File: config.mk
export PLATFORM = sky130hd
export DESIGN_NAME = efl_first_error_log
export DESIGN_NICKNAME = d
export VERILOG_FILES = /design/src/verilog/efl_pkg.sv /design/src/verilog/efl_arm_slot.sv /design/src/verilog/efl_first_error_log.sv
export SDC_FILE = /design/constraint.sdc
export NUM_CORES = 1
export LEC_CHECK = 0
export ABC_AREA = 1
export ABC_CLOCK_PERIOD_IN_PS = 2500
export BUFFER_PORTS_ARGS = -buffer_cell sky130_fd_sc_hd__buf_2
export CAP_MARGIN = 0
export CORE_ASPECT_RATIO = 1.1
export CORE_MARGIN = 2
export CORE_UTILIZATION = 45
export CTS_BUF_LIST = sky130_fd_sc_hd__clkbuf_4
export DETAILED_ROUTE_END_ITERATION = 8
export HOLD_SLACK_MARGIN = 0.05
export PLACE_DENSITY = 0.68
export SLEW_MARGIN = 30
export SYNTH_ARGS = -nofsm -noshare
export SYNTH_HDL_FRONTEND = slang
export SYNTH_SLANG_ARGS = --single-unit
export TNS_END_PERCENT = 20
File: constraint.sdc
create_clock -name clk -period 2.5 [get_ports clk]
set_input_delay 0.125 -clock clk [delete_from_list [all_inputs] [get_ports clk]]
set_output_delay 0.125 -clock clk [all_outputs]
set_load 0.02 [all_outputs]
File: src/verilog/efl_pkg.sv
//----------------------------------------------------------------------
// Register map, field layout and reset values of the error log.
//----------------------------------------------------------------------
package efl_pkg;
   // Register byte offsets on the APB port.
   localparam logic [7:0] OFF_STATUS = 8'h00;
   localparam logic [7:0] OFF_IRQ_MASK = 8'h04;
   localparam logic [7:0] OFF_CE_WORD1 = 8'h10;
   localparam logic [7:0] OFF_CE_WORD2 = 8'h14;
   localparam logic [7:0] OFF_CE_WORD3 = 8'h18;
   localparam logic [7:0] OFF_CE_CHECK = 8'h1C;
   localparam logic [7:0] OFF_UE_ADDR_LO = 8'h20;
   localparam logic [7:0] OFF_UE_ADDR_HI = 8'h24;
   localparam logic [7:0] OFF_UE_WORD0 = 8'h28;
   localparam logic [7:0] OFF_UE_WORD1 = 8'h2C;
   localparam logic [7:0] OFF_UE_WORD2 = 8'h30;

   // Bit positions in the status and mask registers.
   localparam int BIT_UE = 0;
   localparam int BIT_CE = 1;

   // Address bits that feed the upper address log, and the mask field position in it.
   localparam int ADDR_HI_LSB = 32;
   localparam int ADDR_HI_MSB = 55;
   localparam int BEAT_MASK_LSB = 24;

   // Memory widths that the log knows about.
   localparam int DQ_NARROW = 72;
   localparam int DQ_WIDE = 144;

   // Reset values.
   localparam logic [31:0] LOG_RESET = 32'h0000_0000;
   localparam logic [1:0] FLAGS_RESET = 2'h0;
   localparam logic [1:0] MASK_RESET = 2'h0;
endpackage : efl_pkg
File: src/verilog/efl_arm_slot.sv
`timescale 1ns/10ps
`default_nettype none
//----------------------------------------------------------------------
// Sticky flag of one error class and the capture strobe it arms.
//----------------------------------------------------------------------
module efl_arm_slot (
   // Clock and reset
   input wire logic clk,
   input wire logic rst,
   // Error event and software clear
   input wire logic err_pulse,
   input wire logic clear_req,
   // Flag and capture strobe
   output logic flag_r,
   output logic take
);
   logic flag_nxt;

   // A capture is allowed while the flag is clear, or in the very cycle it
   // is cleared, so an error that meets the clear is never lost.
   assign take = err_pulse & (~flag_r | clear_req);

   // The set wins over the clear.
   assign flag_nxt = err_pulse | (flag_r & ~clear_req); // RL17

   // Flag register, clear after reset so the logs start armed.
   always_ff @(posedge clk) begin
      if (rst) begin
         flag_r <= 1'b0; // RL16
      end else begin
         flag_r <= flag_nxt;
      end
   end
endmodule : efl_arm_slot
`default_nettype wire

File: src/verilog/efl_first_error_log.sv
// Functional notes
// RL1: First correctable error latches corrected data bits 63:32.
// RL2: At 144-bit width also latch corrected data bits 95:64.
// RL3: At 144-bit width also latch corrected data bits 127:96.
// RL4: Correctable data logs freeze until the correctable flag clears.
// RL5: At 72-bit width the 8 check bits go to bits 7:0.
// RL6: At 144-bit width the 16 check bits go to bits 15:0.
// RL7: Check-bit log freezes until the correctable flag clears.
// RL8: First uncorrectable error latches failing address bits 31:0.
// RL9: Failing address bits 55:32 go to upper log bits 23:0.
// RL10: Per-beat uncorrectable mask in bits 31:24, bit 24 first beat.
// RL11: Uncorrectable address logs freeze until the uncorrectable flag clears.
// RL12: First uncorrectable error latches raw data bits 31:0.
// RL13: First uncorrectable error latches raw data bits 63:32.
// RL14: At 144-bit width also latch raw data bits 95:64.
// RL15: Uncorrectable data logs freeze until the uncorrectable flag clears.
// RL16: After reset every log is armed for the first error.
// RL17: Errors set sticky flags; writing one clears and re-arms.
// RL18: At 72-bit width the wide-only logs read as zero.
`timescale 1ns/10ps
`default_nettype none
module efl_first_error_log #(
   parameter int DQ_WIDTH = 72
) (
   // Clock and reset
   input wire logic clk,
   input wire logic rst,
   // APB slave
   input wire logic psel,
   input wire logic penable,
   input wire logic pwrite,
   input wire logic [7:0] paddr,
   input wire logic [31:0] pwdata,
   output logic [31:0] prdata,
   output logic pready,
   output logic pslverr,
   // Error reports from the decoder
   input wire logic ce_valid,
   input wire logic ue_valid,
   input wire logic [127:0] err_data,
   input wire logic [15:0] err_check_bits,
   input wire logic [55:0] err_address,
   input wire logic [7:0] err_beat_mask,
   // Interrupt
   output logic irq
);
   //-------------------------------------------------------------------
   // Declarations
   //-------------------------------------------------------------------
   localparam bit WIDE = (DQ_WIDTH == efl_pkg::DQ_WIDE);

   logic ce_flag_r;
   logic ue_flag_r;
   logic ce_take;
   logic ue_take;
   logic ce_clear;
   logic ue_clear;
   logic [1:0] irq_mask_r;
   logic [31:0] ce_word1_r;
   logic [31:0] ce_word2_r;
   logic [31:0] ce_word3_r;
   logic [15:0] ce_check_r;
   logic [31:0] ue_addr_lo_r;
   logic [31:0] ue_addr_hi_r;
   logic [31:0] ue_word0_r;
   logic [31:0] ue_word1_r;
   logic [31:0] ue_word2_r;
   logic [15:0] check_in;
   logic access;
   logic done;
   logic wr_done;
   logic [31:0] rd_nxt;
   logic irq_nxt;

   //-------------------------------------------------------------------
   // Address decode
   //-------------------------------------------------------------------
   // True when the byte address names a register of the map.
   function automatic logic is_mapped(input logic [7:0] addr);
      is_mapped = (addr == efl_pkg::OFF_STATUS) || (addr == efl_pkg::OFF_IRQ_MASK)
         || (addr == efl_pkg::OFF_CE_WORD1) || (addr == efl_pkg::OFF_CE_WORD2)
         || (addr == efl_pkg::OFF_CE_WORD3) || (addr == efl_pkg::OFF_CE_CHECK)
         || (addr == efl_pkg::OFF_UE_ADDR_LO) || (addr == efl_pkg::OFF_UE_ADDR_HI)
         || (addr == efl_pkg::OFF_UE_WORD0) || (addr == efl_pkg::OFF_UE_WORD1)
         || (addr == efl_pkg::OFF_UE_WORD2);
   endfunction : is_mapped

   //-------------------------------------------------------------------
   // APB handshake
   //-------------------------------------------------------------------
   // Every access phase takes two cycles: pready rises on the second.
   assign access = psel & penable;
   assign done = access & pready;
   assign wr_done = done & pwrite & is_mapped(paddr);

   // Ready toggles on for one cycle during each access phase.
   always_ff @(posedge clk) begin
      if (rst) begin
         pready <= 1'b0;
      end else begin
         pready <= access & ~pready;
      end
   end

   // An unmapped address answers with an error, together with ready.
   always_ff @(posedge clk) begin
      if (rst) begin
         pslverr <= 1'b0;
      end else begin
         pslverr <= access & ~pready & ~is_mapped(paddr);
      end
   end

   //-------------------------------------------------------------------
   // Status flags and re-arming
   //-------------------------------------------------------------------
   // Writing a one to a status bit clears that flag.
   assign ce_clear = wr_done && (paddr == efl_pkg::OFF_STATUS) && pwdata[efl_pkg::BIT_CE]; // RL17
   assign ue_clear = wr_done && (paddr == efl_pkg::OFF_STATUS) && pwdata[efl_pkg::BIT_UE]; // RL17

   // Correctable class: flag and capture strobe.
   efl_arm_slot u_ce_slot (
      .clk(clk),
      .rst(rst),
      .err_pulse(ce_valid),
      .clear_req(ce_clear),
      .flag_r(ce_flag_r),
      .take(ce_take)
   );

   // Uncorrectable class: flag and capture strobe.
   efl_arm_slot u_ue_slot (
      .clk(clk),
      .rst(rst),
      .err_pulse(ue_valid),
      .clear_req(ue_clear),
      .flag_r(ue_flag_r),
      .take(ue_take)
   );

   // Interrupt mask, written by software.
   always_ff @(posedge clk) begin
      if (rst) begin
         irq_mask_r <= efl_pkg::MASK_RESET;
      end else if (wr_done && (paddr == efl_pkg::OFF_IRQ_MASK)) begin
         irq_mask_r <= pwdata[1:0];
      end
   end

   // Interrupt is high while an unmasked flag is set.
   assign irq_nxt = |({ce_flag_r, ue_flag_r} & irq_mask_r);

   always_ff @(posedge clk) begin
      if (rst) begin
         irq <= 1'b0;
      end else begin
         irq <= irq_nxt;
      end
   end

   //-------------------------------------------------------------------
   // Correctable error logs
   //-------------------------------------------------------------------
   // A narrow memory has only eight check bits; the upper byte stays zero.
   assign check_in = WIDE ? err_check_bits : {8'h00, err_check_bits[7:0]}; // RL5 RL6

   // Corrected data word 1 is captured only on an armed strobe.
   always_ff @(posedge clk) begin
      if (rst) begin
         ce_word1_r <= efl_pkg::LOG_RESET;
      end else if (ce_take) begin // RL4
         ce_word1_r <= err_data[63:32]; // RL1
      end
   end

   // Upper corrected words exist only on the wide memory.
   always_ff @(posedge clk) begin
      if (rst) begin
         ce_word2_r <= efl_pkg::LOG_RESET;
         ce_word3_r <= efl_pkg::LOG_RESET;
      end else if (ce_take && WIDE) begin // RL4 RL18
         ce_word2_r <= err_data[95:64]; // RL2
         ce_word3_r <= err_data[127:96]; // RL3
      end
   end

   // Check-bit log, frozen while the correctable flag is set.
   always_ff @(posedge clk) begin
      if (rst) begin
         ce_check_r <= efl_pkg::LOG_RESET[15:0];
      end else if (ce_take) begin // RL7
         ce_check_r <= check_in; // RL5 RL6
      end
   end

   //-------------------------------------------------------------------
   // Uncorrectable error logs
   //-------------------------------------------------------------------
   // Address logs: low word, then high field with the per-beat mask on top.
   always_ff @(posedge clk) begin
      if (rst) begin
         ue_addr_lo_r <= efl_pkg::LOG_RESET;
         ue_addr_hi_r <= efl_pkg::LOG_RESET;
      end else if (ue_take) begin // RL11
         ue_addr_lo_r <= err_address[31:0]; // RL8
         ue_addr_hi_r <= {err_beat_mask,
            err_address[efl_pkg::ADDR_HI_MSB:efl_pkg::ADDR_HI_LSB]}; // RL9 RL10
      end
   end

   // Raw data words 0 and 1.
   always_ff @(posedge clk) begin
      if (rst) begin
         ue_word0_r <= efl_pkg::LOG_RESET;
         ue_word1_r <= efl_pkg::LOG_RESET;
      end else if (ue_take) begin // RL15
         ue_word0_r <= err_data[31:0]; // RL12
         ue_word1_r <= err_data[63:32]; // RL13
      end
   end

   // Raw data word 2 exists only on the wide memory.
   always_ff @(posedge clk) begin
      if (rst) begin
         ue_word2_r <= efl_pkg::LOG_RESET;
      end else if (ue_take && WIDE) begin // RL15 RL18
         ue_word2_r <= err_data[95:64]; // RL14
      end
   end

   //-------------------------------------------------------------------
   // Read path
   //-------------------------------------------------------------------
   // Selects the addressed register; reserved bits and unmapped reads give zero.
   always_comb begin
      rd_nxt = 32'h0000_0000;
      unique case (paddr)
         efl_pkg::OFF_STATUS: rd_nxt = {30'h0000_0000, ce_flag_r, ue_flag_r};
         efl_pkg::OFF_IRQ_MASK: rd_nxt = {30'h0000_0000, irq_mask_r};
         efl_pkg::OFF_CE_WORD1: rd_nxt = ce_word1_r;
         efl_pkg::OFF_CE_WORD2: rd_nxt = ce_word2_r; // RL18
         efl_pkg::OFF_CE_WORD3: rd_nxt = ce_word3_r; // RL18
         efl_pkg::OFF_CE_CHECK: rd_nxt = {16'h0000, ce_check_r};
         efl_pkg::OFF_UE_ADDR_LO: rd_nxt = ue_addr_lo_r;
         efl_pkg::OFF_UE_ADDR_HI: rd_nxt = ue_addr_hi_r;
         efl_pkg::OFF_UE_WORD0: rd_nxt = ue_word0_r;
         efl_pkg::OFF_UE_WORD1: rd_nxt = ue_word1_r;
         efl_pkg::OFF_UE_WORD2: rd_nxt = ue_word2_r; // RL18
         default: rd_nxt = 32'h0000_0000;
      endcase
   end

   // Read data is loaded with ready and held until the next read access.
   always_ff @(posedge clk) begin
      if (rst) begin
         prdata <= 32'h0000_0000;
      end else if (access && !pready && !pwrite) begin
         prdata <= rd_nxt;
      end
   end
endmodule : efl_first_error_log
`default_nettype wire

==> results of run 1 <==
[cell usage after synthesis (2+ instances only)]
cell type	count
sky130_fd_sc_hd__inv_2	3
sky130_fd_sc_hd__o21ai_0	28
sky130_fd_sc_hd__a32o_1	12
sky130_fd_sc_hd__nand3_1	249
sky130_fd_sc_hd__buf_4	14
sky130_fd_sc_hd__a221oi_1	2
sky130_fd_sc_hd__inv_1	155
sky130_fd_sc_hd__nor2_1	190
sky130_fd_sc_hd__a22o_1	6
sky130_fd_sc_hd__clkbuf_1	57
sky130_fd_sc_hd__buf_6	11
sky130_fd_sc_hd__buf_1	24
sky130_fd_sc_hd__dfxtp_1	207
sky130_fd_sc_hd__nand4_1	4
sky130_fd_sc_hd__buf_2	18
sky130_fd_sc_hd__nand2_1	334
sky130_fd_sc_hd__a21oi_1	206
[worst paths after layout]
kind | to | slack, ps | cells after the start
max | ue_addr_lo_r[12]$_SDFFE_PP0P_ | 120 | 16
min | irq_mask_r[1]$_SDFFE_PP0P_ | 110 | 7
max reg2reg | irq_mask_r[0]$_SDFFE_PP0P_ | 160 | 7
min reg2reg | prdata[20]$_SDFFE_PP0P_ | 470 | 2
[cells by family (layout without fill, tap and decap cells)]
logic type | after synthesis | in the layout
buffers and inverters | 282 | 627
AO/OA/AOI/OAI | 255 | 255
flip-flops | 207 | 207
other | 0 | 1
AND/OR/NAND/NOR | 783 | 783
[cell type report]
type                       instances  area [µm²]  share of cell area
antenna                            1        2.50            0.000186
clock buffer                      77         578              0.0430
clock inverter                    14        82.6             0.00614
inverter                         158         596              0.0443
multi-input combinational       1038        4700               0.349
sequential                       207        4140               0.308
tap                              295         369              0.0274
timing repair buffer             378        2990               0.222
[power breakdown]
group          leakage (nW)  internal [W]  total, W  switching, W
registers              1.71       0.00351   0.00363      0.000118
clock network         0.396       0.00151   0.00287       0.00136
logic                  4.52      0.000551   0.00121      0.000662
[through the flow]
stage               utilization  total power, W  instance area [µm²]
floorplan                     -         0.00436                10000
global placement          0.506         0.00466                11100
detailed placement        0.506         0.00468                11100
CTS                       0.611         0.00773                13400
global route              0.613         0.00809                13500
finish                    0.613         0.00772                13500
[critical path, cell delays in order]
cell and delay, ps:
sky130_fd_sc_hd__dlygate4sd3_1 530, sky130_fd_sc_hd__buf_2 140, sky130_fd_sc_hd__inv_1 70, sky130_fd_sc_hd__nand2_1 60, sky130_fd_sc_hd__nor2_2 150, sky130_fd_sc_hd__nand2_1 120, sky130_fd_sc_hd__nand2_1 90, sky130_fd_sc_hd__nor2_1 50
sky130_fd_sc_hd__nand3_2 110, sky130_fd_sc_hd__nand4_4 120, sky130_fd_sc_hd__nand2_8 120, sky130_fd_sc_hd__nand3_1 60, sky130_fd_sc_hd__dlygate4sd3_1 560, sky130_fd_sc_hd__nand2_1 50, sky130_fd_sc_hd__dlygate4sd3_1 550, sky130_fd_sc_hd__nor2_1 40
[flip-flops by register name, indices dropped and copies added, names as in the netlist]
name / flops
prdata: 32
ce_check_r: 8
irq_mask_r: 2
u_ce_slot.flag_r: 1
pslverr: 1
ue_word1_r: 32
ue_word0_r: 32
pready: 1
ce_word1_r: 32
irq: 1
ue_addr_hi_r: 32
u_ue_slot.flag_r: 1
ue_addr_lo_r: 32
[timing repair]
action | in CTS | in global routing
endpoints found under the hold margin | 184 | 0
endpoints found under the setup margin | 0 | 7
gates resized for setup | 0 | 2
setup buffers | 0 | 4
hold buffers | 163 | 0
[per-layer routing]
metal / GRT usage / wire length (µm) / share of wire
met1: 0.383 / 14700 / 0.44
met2: 0.412 / 14600 / 0.44
met3: 0.0540 / 2890 / 0.087
met4: 0.115 / 1060 / 0.032
met5: 0 / 0 / 0
==> impl_metrics.py, run 1 <==
metrics = {
    "outcome": {
        "outcome": "completed",
    },
    "routing": {
        "vias": 11200,
        "drt_iter0_drc": 830,
        "post-route-drc-count": 0,
        "total_wire_length_um": 33300,
        "route.detailed.vias_per_inst": 5.17,
        "detail_route.wl_per_cell_um": 15.3,
        "ant_nets": 0,
        "drt_first_pass_iters": 5,
    },
    "clock_tree": {
        "path_clk_slew_ps": 60,
        "tritoncts_buffers": 52,
        "numClockSinks": 207,
        "clock_tree.htree_level_count": 2,
        "clock_path_buffers": 3,
        "tritoncts_clock_tree": "done",
        "clock_tree.root_cell": "sky130_fd_sc_hd__clkbuf_4",
        "clk_latency_ps": 670,
    },
    "yosys": {
        "synth_simple_gate_area_frac": 0.328,
        "synth_area_leaders": "sky130_fd_sc_hd__dfxtp_1 (41%), sky130_fd_sc_hd__nand2_1 (13%), sky130_fd_sc_hd__nand3_1 (12%)",
        "synth.cell_area_um2": 10000,
        "synth-main-ff-cell": "sky130_fd_sc_hd__dfxtp_1",
        "count_of_different_cell_masters_after_synthesis": 24,
        "postSynthAreaPerCell_um2": 6.56,
        "ys.warnings.count": 0,
        "synth_mux_area_frac": 0,
        "synth_compound_gate_area_share": 0.137,
        "synth_top_area_cell": "sky130_fd_sc_hd__dfxtp_1",
        "syn-num-nets": 1782,
        "synth.ff_latch_count": 207,
        "synth_top_family_by_area": "simple AND/OR/NAND/NOR gates",
        "async_flop_share": 0,
        "synth_top_cell_area_share": 0.413,
        "synth-edff-count": 0,
        "synthesis.instances": 1527,
        "synth_sequential_area_ratio": 0.413,
        "synth_xor_area_frac": 0,
        "synth_fa_ha_area_frac": 0,
    },
    "floorplan": {
        "ioPinCount": 290,
        "die_y_um": 161,
        "die_area_um2": 23500,
        "chipWidth_um": 146,
        "initial_core_util": 0.456,
        "floorplan.core_area_um2": 22000,
        "num_rows": 57,
    },
    "worst_setup_path": {
        "setup.worst_path.class": "in -> reg",
        "crit_fanout": 6,
        "r2r-start": "pready$_SDFF_PP0_",
        "timing.critical_path.from": "paddr[5]",
        "setup.worst_path.end_class": "flop",
        "critical_path_arrival_ps": 2940,
        "startpoint_type": "input port",
        "crit_required_ps": 3060,
    },
    "layout": {
        "design.final.nets": 2090,
        "fillerInstances": 2127,
        "mostFrequentLayoutCells": "sky130_fd_sc_hd__nand2_1 (333), sky130_fd_sc_hd__nand3_1 (249), sky130_fd_sc_hd__dfxtp_1 (207)",
        "post_route_cells_drive_above_1_share": 0.165,
        "final_cell_count_no_fill": 2168,
        "synthToLayoutAreaGrowth_pct": 34.3,
        "layout.cells.most_common": "sky130_fd_sc_hd__nand2_1",
    },
    "global_route": {
        "grt_start_max_net_pins": 102,
        "grt_antenna_before_repair": 1,
        "groute.usage.overall": 0.273,
        "globalRoute.totalOverflow": 0,
        "first_pass_grt_wire_length_um": 52800,
        "grt_pass1_vias": 10400,
    },
    "sta": {
        "final-hold-violation-count": 0,
        "max_freq_mhz": 420,
        "period_share": 0.952,
        "fin_tns_setup_ps": 0,
        "worst_clock_skew_ps": 57.1,
        "drv_slew": 0,
        "layout_setup_ws_ps": 121,
        "maxSlewHeadroom": 0.540,
        "max_slew.worst_pin.slew_ps": 690,
        "timing.final.crit_period_ps": 2380,
        "whs_ps": 113,
        "setup_violations": 0,
    },
    "place": {
        "hpwlAfterDp_um": 19200,
        "globalplace.congestion": 0.825,
        "place_ws_ps": 488,
        "dp_cells": 1909,
        "io_buffer_count": 187,
    },
    "power": {
        "ir_drop_uv": 268,
        "power_per_cell_area_nw_per_um2": 573,
        "leakage_nw": 6.62,
    },
    "worst_hold_path": {
        "worst_hold_startpoint": "paddr[4]",
        "hold_class": "in -> reg",
    },
    "run": {
        "cap_violations": 0,
    },
}
No activity file was read; power rests on OpenSTA's default activity.
==> run 2: changes to the inputs <==
--- a/config.mk
+++ b/config.mk
@@ -6,7 +6,7 @@
 export NUM_CORES = 1
 export LEC_CHECK = 0
 export ABC_AREA = 1
-export ABC_CLOCK_PERIOD_IN_PS = 2500
+export ABC_CLOCK_PERIOD_IN_PS = 3000
 export BUFFER_PORTS_ARGS = -buffer_cell sky130_fd_sc_hd__buf_2
 export CAP_MARGIN = 0
 export CORE_ASPECT_RATIO = 1.1
==> constraint.sdc (replaced) <==
create_clock -name clk -period 3 [get_ports clk]
set_input_delay 0.15 -clock clk [delete_from_list [all_inputs] [get_ports clk]]
set_output_delay 0.15 -clock clk [all_outputs]
set_load 0.02 [all_outputs]
==> impl_metrics.py, run 2 (synthesized netlist as in run 1, its figures left out) <==
metrics = {
    "routing": {
        "drt_first_pass_iters": 5,
        "drt_iter0_drc": 927,
        "detail_route.wl_per_cell_um": 15.4,
        "route.detailed.vias_per_inst": 5.17,
        "post-route-drc-count": 0,
        "total_wire_length_um": 33200,
        "vias": 11100,
        "ant_nets": 0,
    },
    "floorplan": {
        "num_rows": 57,
        "chipWidth_um": 146,
        "die_y_um": 161,
        "initial_core_util": 0.456,
        "ioPinCount": 290,
        "floorplan.core_area_um2": 22000,
        "die_area_um2": 23500,
    },
    "layout": {
        "layout.cells.most_common": "sky130_fd_sc_hd__nand2_1",
        "design.final.nets": 2070,
        "post_route_cells_drive_above_1_share": 0.161,
        "mostFrequentLayoutCells": "sky130_fd_sc_hd__nand2_1 (333), sky130_fd_sc_hd__nand3_1 (249), sky130_fd_sc_hd__dfxtp_1 (207)",
        "final_cell_count_no_fill": 2152,
        "synthToLayoutAreaGrowth_pct": 30.8,
        "fillerInstances": 2142,
        "layout.core_utilization": 0.597,
    },
    "power": {
        "cellInternalPower_w": 0.00447,
        "p_switching_w": 0.00182,
        "swShare": 0.289,
        "clock_power_share": 0.366,
        "ir_drop_uv": 206,
        "share_seq_of_total_power": 0.481,
        "leakage_nw": 6.48,
        "share_of_total_power_in_combinational_logic": 0.153,
        "power_per_cell_area_nw_per_um2": 480,
    },
    "global_route": {
        "grt_pass1_vias": 10200,
        "first_pass_grt_wire_length_um": 51800,
        "groute.usage.overall": 0.270,
        "globalRoute.totalOverflow": 0,
        "grt_antenna_before_repair": 1,
        "grt_start_max_net_pins": 93,
    },
    "sta": {
        "max_freq_mhz": 362,
        "fin_tns_setup_ps": 0,
        "setup_violations": 0,
        "period_share": 0.921,
        "timing.final.crit_period_ps": 2760,
        "max_slew.worst_pin.slew_ps": 909,
        "drv_slew": 0,
        "worst_clock_skew_ps": 16.6,
        "whs_ps": 95.2,
        "final-hold-violation-count": 0,
        "maxSlewHeadroom": 0.394,
        "rsz_0062_raised_after_global_routing": "false",
    },
    "place": {
        "globalplace.congestion": 0.873,
        "dp_cells": 1909,
        "io_buffer_count": 187,
        "hpwlAfterDp_um": 19300,
    },
    "worst_hold_path": {
        "hold_class": "in -> reg",
        "hold_path_depth": 3,
        "worst_hold_startpoint": "rst",
        "timing.hold.worst_endpoint": "pready$_SDFF_PP0_",
    },
    "worst_setup_path": {
        "reg2reg_slack_ps": 1100,
        "most_frequent_cell_on_the_critical_path": "sky130_fd_sc_hd__dlygate4sd3_1",
        "r2r-start": "pready$_SDFF_PP0_",
        "crit_path_cells": "dlygate4sd3_1 > buf_2 > nand3_1 > dlygate4sd3_1 > nor2_1 > a21oi_1 > dlygate4sd3_1 > nand3_2 > nand4_4 > nand2_8 > buf_4 > nand3_1 > nand2_1 > nor2_1",
        "ff2ff_path_depth": 8,
        "crit_fanout": 32,
        "setup.worst_path.class": "in -> reg",
        "timing.critical_path.slowest_stage_cell": "sky130_fd_sc_hd__dlygate4sd3_1",
        "timing.critical_path.from": "paddr[5]",
        "r2r-end": "ue_word0_r[23]$_SDFFE_PP0P_",
        "critical_path_arrival_ps": 3310,
        "crit_required_ps": 3550,
        "setup.worst_path.end_class": "flop",
        "startpoint_type": "input port",
        "timing.critical_path.slowest_cell_delay_ps": 580,
    },
    "clock_tree": {
        "clock_tree.root_cell": "sky130_fd_sc_hd__clkbuf_4",
        "tritoncts_buffers": 52,
        "numClockSinks": 207,
        "tritoncts_clock_tree": "done",
        "clock_tree.htree_level_count": 2,
        "path_clk_slew_ps": 70,
        "clock_path_buffers": 3,
        "clk_latency_ps": 660,
        "postCtsSetupBuffers": 0,
    },
    "run": {
        "cap_violations": 0,
    },
    "outcome": {
        "outcome": "completed",
    },
}
-- run 2: cell types whose count changed in the layout (fill, tap and decap cells not counted), moves of 2 or more --
cell	before	now
sky130_fd_sc_hd__buf_4	12	18
sky130_fd_sc_hd__buf_12	16	6
sky130_fd_sc_hd__clkbuf_4	77	73
sky130_fd_sc_hd__nand2_4	0	2
sky130_fd_sc_hd__clkinv_1	10	19
sky130_fd_sc_hd__dlygate4sd3_1	163	145
-- run 2: timing repair --
item / in CTS / in global routing
endpoints found under the setup margin: 0 / 1
hold buffers: 145 / 0
resized for setup: 0 / 1
hold endpoints to repair: 172 / 0
-- run 2: critical path: cells and delay by family --
kind / cells / cell delay [ps]
simple gates: 8 / 990
buf+inv: 5 / 2110
compound gates: 1 / 50
-- run 2: power groups by stage --
stage          clock (W)  sequential, W  combinational [W]
3_3_place_gp           0        0.00308           0.000789
3_5_place_dp           0        0.00308           0.000801
6_report         0.00230        0.00303           0.000963
2_1_floorplan          0        0.00306           0.000573
4_1_cts          0.00234        0.00302           0.000944
5_1_grt          0.00249        0.00304            0.00107
-- run 2: area by class of cell --
type / instances / area [µm²] / share of cell area
Multi-Input combinational cell: 1040 / 4720 / 0.360
Sequential cell: 207 / 4140 / 0.316
Tap cell: 295 / 369 / 0.0281
Inverter: 158 / 596 / 0.0454
Clock buffer: 73 / 548 / 0.0418
Antenna cell: 2 / 5.00 / 0.000382
Timing Repair Buffer: 356 / 2650 / 0.202
Clock inverter: 21 / 81.3 / 0.00620
-- run 2: how the worst max path moves through the flow --
stage / end / slack [ps] / cells past startpoint
after CTS: ue_word0_r[23]$_SDFFE_PP0P_ / 220 / 14
after global routing: irq_mask_r[0]$_SDFFE_PP0P_ / 60 / 12
final: ue_word0_r[23]$_SDFFE_PP0P_ / 240 / 14
after detailed placement: ue_word0_r[16]$_SDFFE_PP0P_ / 780 / 14
after global placement: ue_addr_hi_r[25]$_SDFFE_PP0P_ / 820 / 14
after floorplan: ue_word1_r[13]$_SDFFE_PP0P_ / 1430 / 15
-- run 2: metrics by stage --
| step | area (µm²) | total power [W] | setup WS [ps] |
|---|---|---|---|
| CTS | 13100 | 0.00631 | 223 |
| global route | 13100 | 0.00660 | 62.2 |
| finish | 13100 | 0.00629 | 237 |
| floorplan | 10000 | 0.00363 | 1430 |
| global placement | 11000 | 0.00387 | 824 |
| detailed placement | 11000 | 0.00388 | 776 |
-- run 2: layer usage --
metal,wire [µm],global-route usage,part of all wire,vias up
met5,0,0,0,-
met4,1130,0.117,0.034,0
met3,2820,0.0472,0.085,82
met2,14400,0.411,0.43,496
met1,14800,0.377,0.45,5031
li1,-,-,-,5527
==> run 3: changes to the inputs <==
--- a/config.mk
+++ b/config.mk
@@ -9,10 +9,9 @@
 export ABC_CLOCK_PERIOD_IN_PS = 3000
 export BUFFER_PORTS_ARGS = -buffer_cell sky130_fd_sc_hd__buf_2
 export CAP_MARGIN = 0
-export CORE_ASPECT_RATIO = 1.1
+export CORE_ASPECT_RATIO = 0.6
 export CORE_MARGIN = 2
 export CORE_UTILIZATION = 45
-export CTS_BUF_LIST = sky130_fd_sc_hd__clkbuf_4
 export DETAILED_ROUTE_END_ITERATION = 8
 export HOLD_SLACK_MARGIN = 0.05
 export PLACE_DENSITY = 0.68
==> constraint.sdc (replaced) <==
create_clock -name clk -period 3 [get_ports clk]
set_input_delay 0.9 -clock clk [delete_from_list [all_inputs] [get_ports clk]]
set_output_delay 0.9 -clock clk [all_outputs]
set_load 0.02 [all_outputs]
==> impl_metrics.py, run 3 (synthesized netlist as in run 1, its figures left out) <==
metrics = {
    "outcome": {
        "outcome": "completed",
    },
    "worst_setup_path": {
        "most_frequent_cell_on_the_critical_path": "sky130_fd_sc_hd__nand2_1",
        "startpoint_type": "input port",
        "timing.critical_path.slowest_stage_cell": "sky130_fd_sc_hd__nand2_2",
        "crit_fanout": 13,
        "worst_path_dominant_cell_family": "simple AND/OR/NAND/NOR gates",
        "reg2reg_slack_ps": 1240,
        "r2r-end": "ce_check_r[0]$_SDFFE_PP0P_",
        "setup.worst_path.class": "in -> reg",
        "crit_path_cells": "buf_2 > inv_1 > nand2_1 > nor2_1 > nand2_1 > nand2_1 > nor2_1 > nand3_2 > nand4_1 > nand2_2 > nand3_1 > nand2_1 > nor2_1",
        "critical_path_arrival_ps": 2730,
        "ff2ff_path_depth": 7,
        "cp.buffers_inverters": 2,
        "r2r-start": "pready$_SDFF_PP0_",
        "timing.critical_path.slowest_cell_delay_ps": 430,
        "crit_required_ps": 3390,
        "setup.worst_path.end_class": "flop",
    },
    "clock_tree": {
        "clock_path_buffers": 3,
        "numClockSinks": 207,
        "path_clk_slew_ps": 60,
        "postCtsSetupBuffers": 0,
        "clk_latency_ps": 490,
        "clock_tree.htree_level_count": 1,
        "tritoncts_buffers": 21,
        "post_cts.resized_instances": 0,
        "hold_buffers": 0,
        "tritoncts_clock_tree": "done",
        "clock_tree.root_cell": "sky130_fd_sc_hd__clkbuf_16",
    },
    "routing": {
        "route.detailed.vias_per_inst": 5.26,
        "drt_iter0_drc": 1025,
        "post-route-drc-count": 0,
        "drt_first_pass_iters": 5,
        "vias": 10300,
        "ant_nets": 0,
        "total_wire_length_um": 33000,
        "detail_route.wl_per_cell_um": 16.9,
    },
    "sta": {
        "whs_ps": 462,
        "period_share": 0.781,
        "worst_clock_skew_ps": 10.4,
        "timing.final.crit_period_ps": 2340,
        "layout_setup_ws_ps": 657,
        "setup_violations": 0,
        "rsz_0062_raised_after_global_routing": "false",
        "final-hold-violation-count": 0,
        "max_freq_mhz": 427,
        "fin_tns_setup_ps": 0,
        "drv_slew": 0,
        "max_slew.worst_pin.slew_ps": 622,
        "maxSlewHeadroom": 0.586,
    },
    "run": {
        "cap_violations": 0,
    },
    "global_route": {
        "grt_antenna_before_repair": 4,
        "grt_pass1_vias": 9079,
        "groute.usage.overall": 0.274,
        "grt_start_max_net_pins": 110,
        "globalRoute.totalOverflow": 0,
        "first_pass_grt_wire_length_um": 51000,
    },
    "layout": {
        "synthToLayoutAreaGrowth_pct": 19.4,
        "post_route_cells_drive_above_1_share": 0.161,
        "layout.core_utilization": 0.545,
        "mostFrequentLayoutCells": "sky130_fd_sc_hd__nand2_1 (333), sky130_fd_sc_hd__nand3_1 (249), sky130_fd_sc_hd__dfxtp_1 (207)",
        "design.final.nets": 1904,
        "final_cell_count_no_fill": 1950,
        "layout.cells.most_common": "sky130_fd_sc_hd__nand2_1",
        "fillerInstances": 2250,
    },
    "floorplan": {
        "num_rows": 42,
        "die_y_um": 120,
        "chipWidth_um": 197,
        "ioPinCount": 290,
        "initial_core_util": 0.456,
        "floorplan.core_area_um2": 22000,
        "die_area_um2": 23500,
    },
    "worst_hold_path": {
        "hold_path_depth": 2,
        "timing.hold.worst_endpoint": "prdata[9]$_SDFFE_PP0P_",
        "hold_class": "reg -> reg",
        "worst_hold_startpoint": "prdata[9]$_SDFFE_PP0P_",
    },
    "place": {
        "hpwlAfterDp_um": 22000,
        "dp_cells": 1912,
        "io_buffer_count": 187,
        "globalplace.congestion": 0.829,
        "place_ws_ps": 185,
    },
    "power": {
        "ir_drop_uv": 317,
        "leakage_nw": 5.96,
        "power_per_cell_area_nw_per_um2": 559,
    },
}
run 3: cell types whose count changed in the layout (fill, tap and decap cells not counted), sizes merged:
| cell | change |
|---|---|
| clkbuf | -44 |
| nand2 | -2 |
| clkinv | -20 |
| buf | +13 |
| clkinvlp | +1 |
| dlygate4sd3 | -145 |
| bufinv | +3 |
| diode | +1 |
run 3: how the worst max path moves through the flow:
stage                         from  slack (ps)                          end  cells after the start
final                     paddr[0]         660   ce_check_r[0]$_SDFFE_PP0P_                     13
after global routing      paddr[1]         490  ce_word1_r[25]$_SDFFE_PP0P_                     14
after CTS                 paddr[0]         690   ce_check_r[5]$_SDFFE_PP0P_                     14
after detailed placement  paddr[0]         180   ce_check_r[3]$_SDFFE_PP0P_                     14
after global placement    paddr[0]         180   ce_check_r[1]$_SDFFE_PP0P_                     14
after floorplan           paddr[6]         680  ue_word1_r[13]$_SDFFE_PP0P_                     15
run 3: tightest hold or removal path, cell delays in order (launching register included):
cell and delay, ps:
sky130_fd_sc_hd__dfxtp_1 310, sky130_fd_sc_hd__nand2_1 60, sky130_fd_sc_hd__a21oi_1 50
run 3: where the power goes:
part	internal, W	leakage (nW)	switching [W]	total [W]
clock network	0.00171	0.358	0.00110	0.00281
registers	0.00293	1.71	0.000101	0.00303
logic	0.000331	3.89	0.000523	0.000854
total	0.00497	5.96	0.00172	0.00669
run 3: metal layers:
layer / track usage / part of all wire / vias up
met4: 0.0338 / 0.0096 / 2
met2: 0.363 / 0.37 / 395
met3: 0.0756 / 0.11 / 26
li1: - / - / 5141
met5: 0 / 0.00039 / -
met1: 0.442 / 0.51 / 4696
run 3: cell type report:
cell class              instances  area, µm²  area share
diodes                          3       7.51    0.000628
clock inverters                 5        103     0.00858
inverters                     158        596      0.0498
repair buffers                223       1440       0.120
well taps                     286        358      0.0299
multi-input cells            1038       4690       0.392
flip-flops and latches        207       4140       0.346
clock buffers                  30        629      0.0526
run 3: stage by stage:
step,instance area (µm²),power [W]
3_3_place_gp,11200,0.00391
6_report,12000,0.00669
2_1_floorplan,10000,0.00363
4_1_cts,12000,0.00671
5_1_grt,12000,0.00697
3_5_place_dp,11200,0.00393
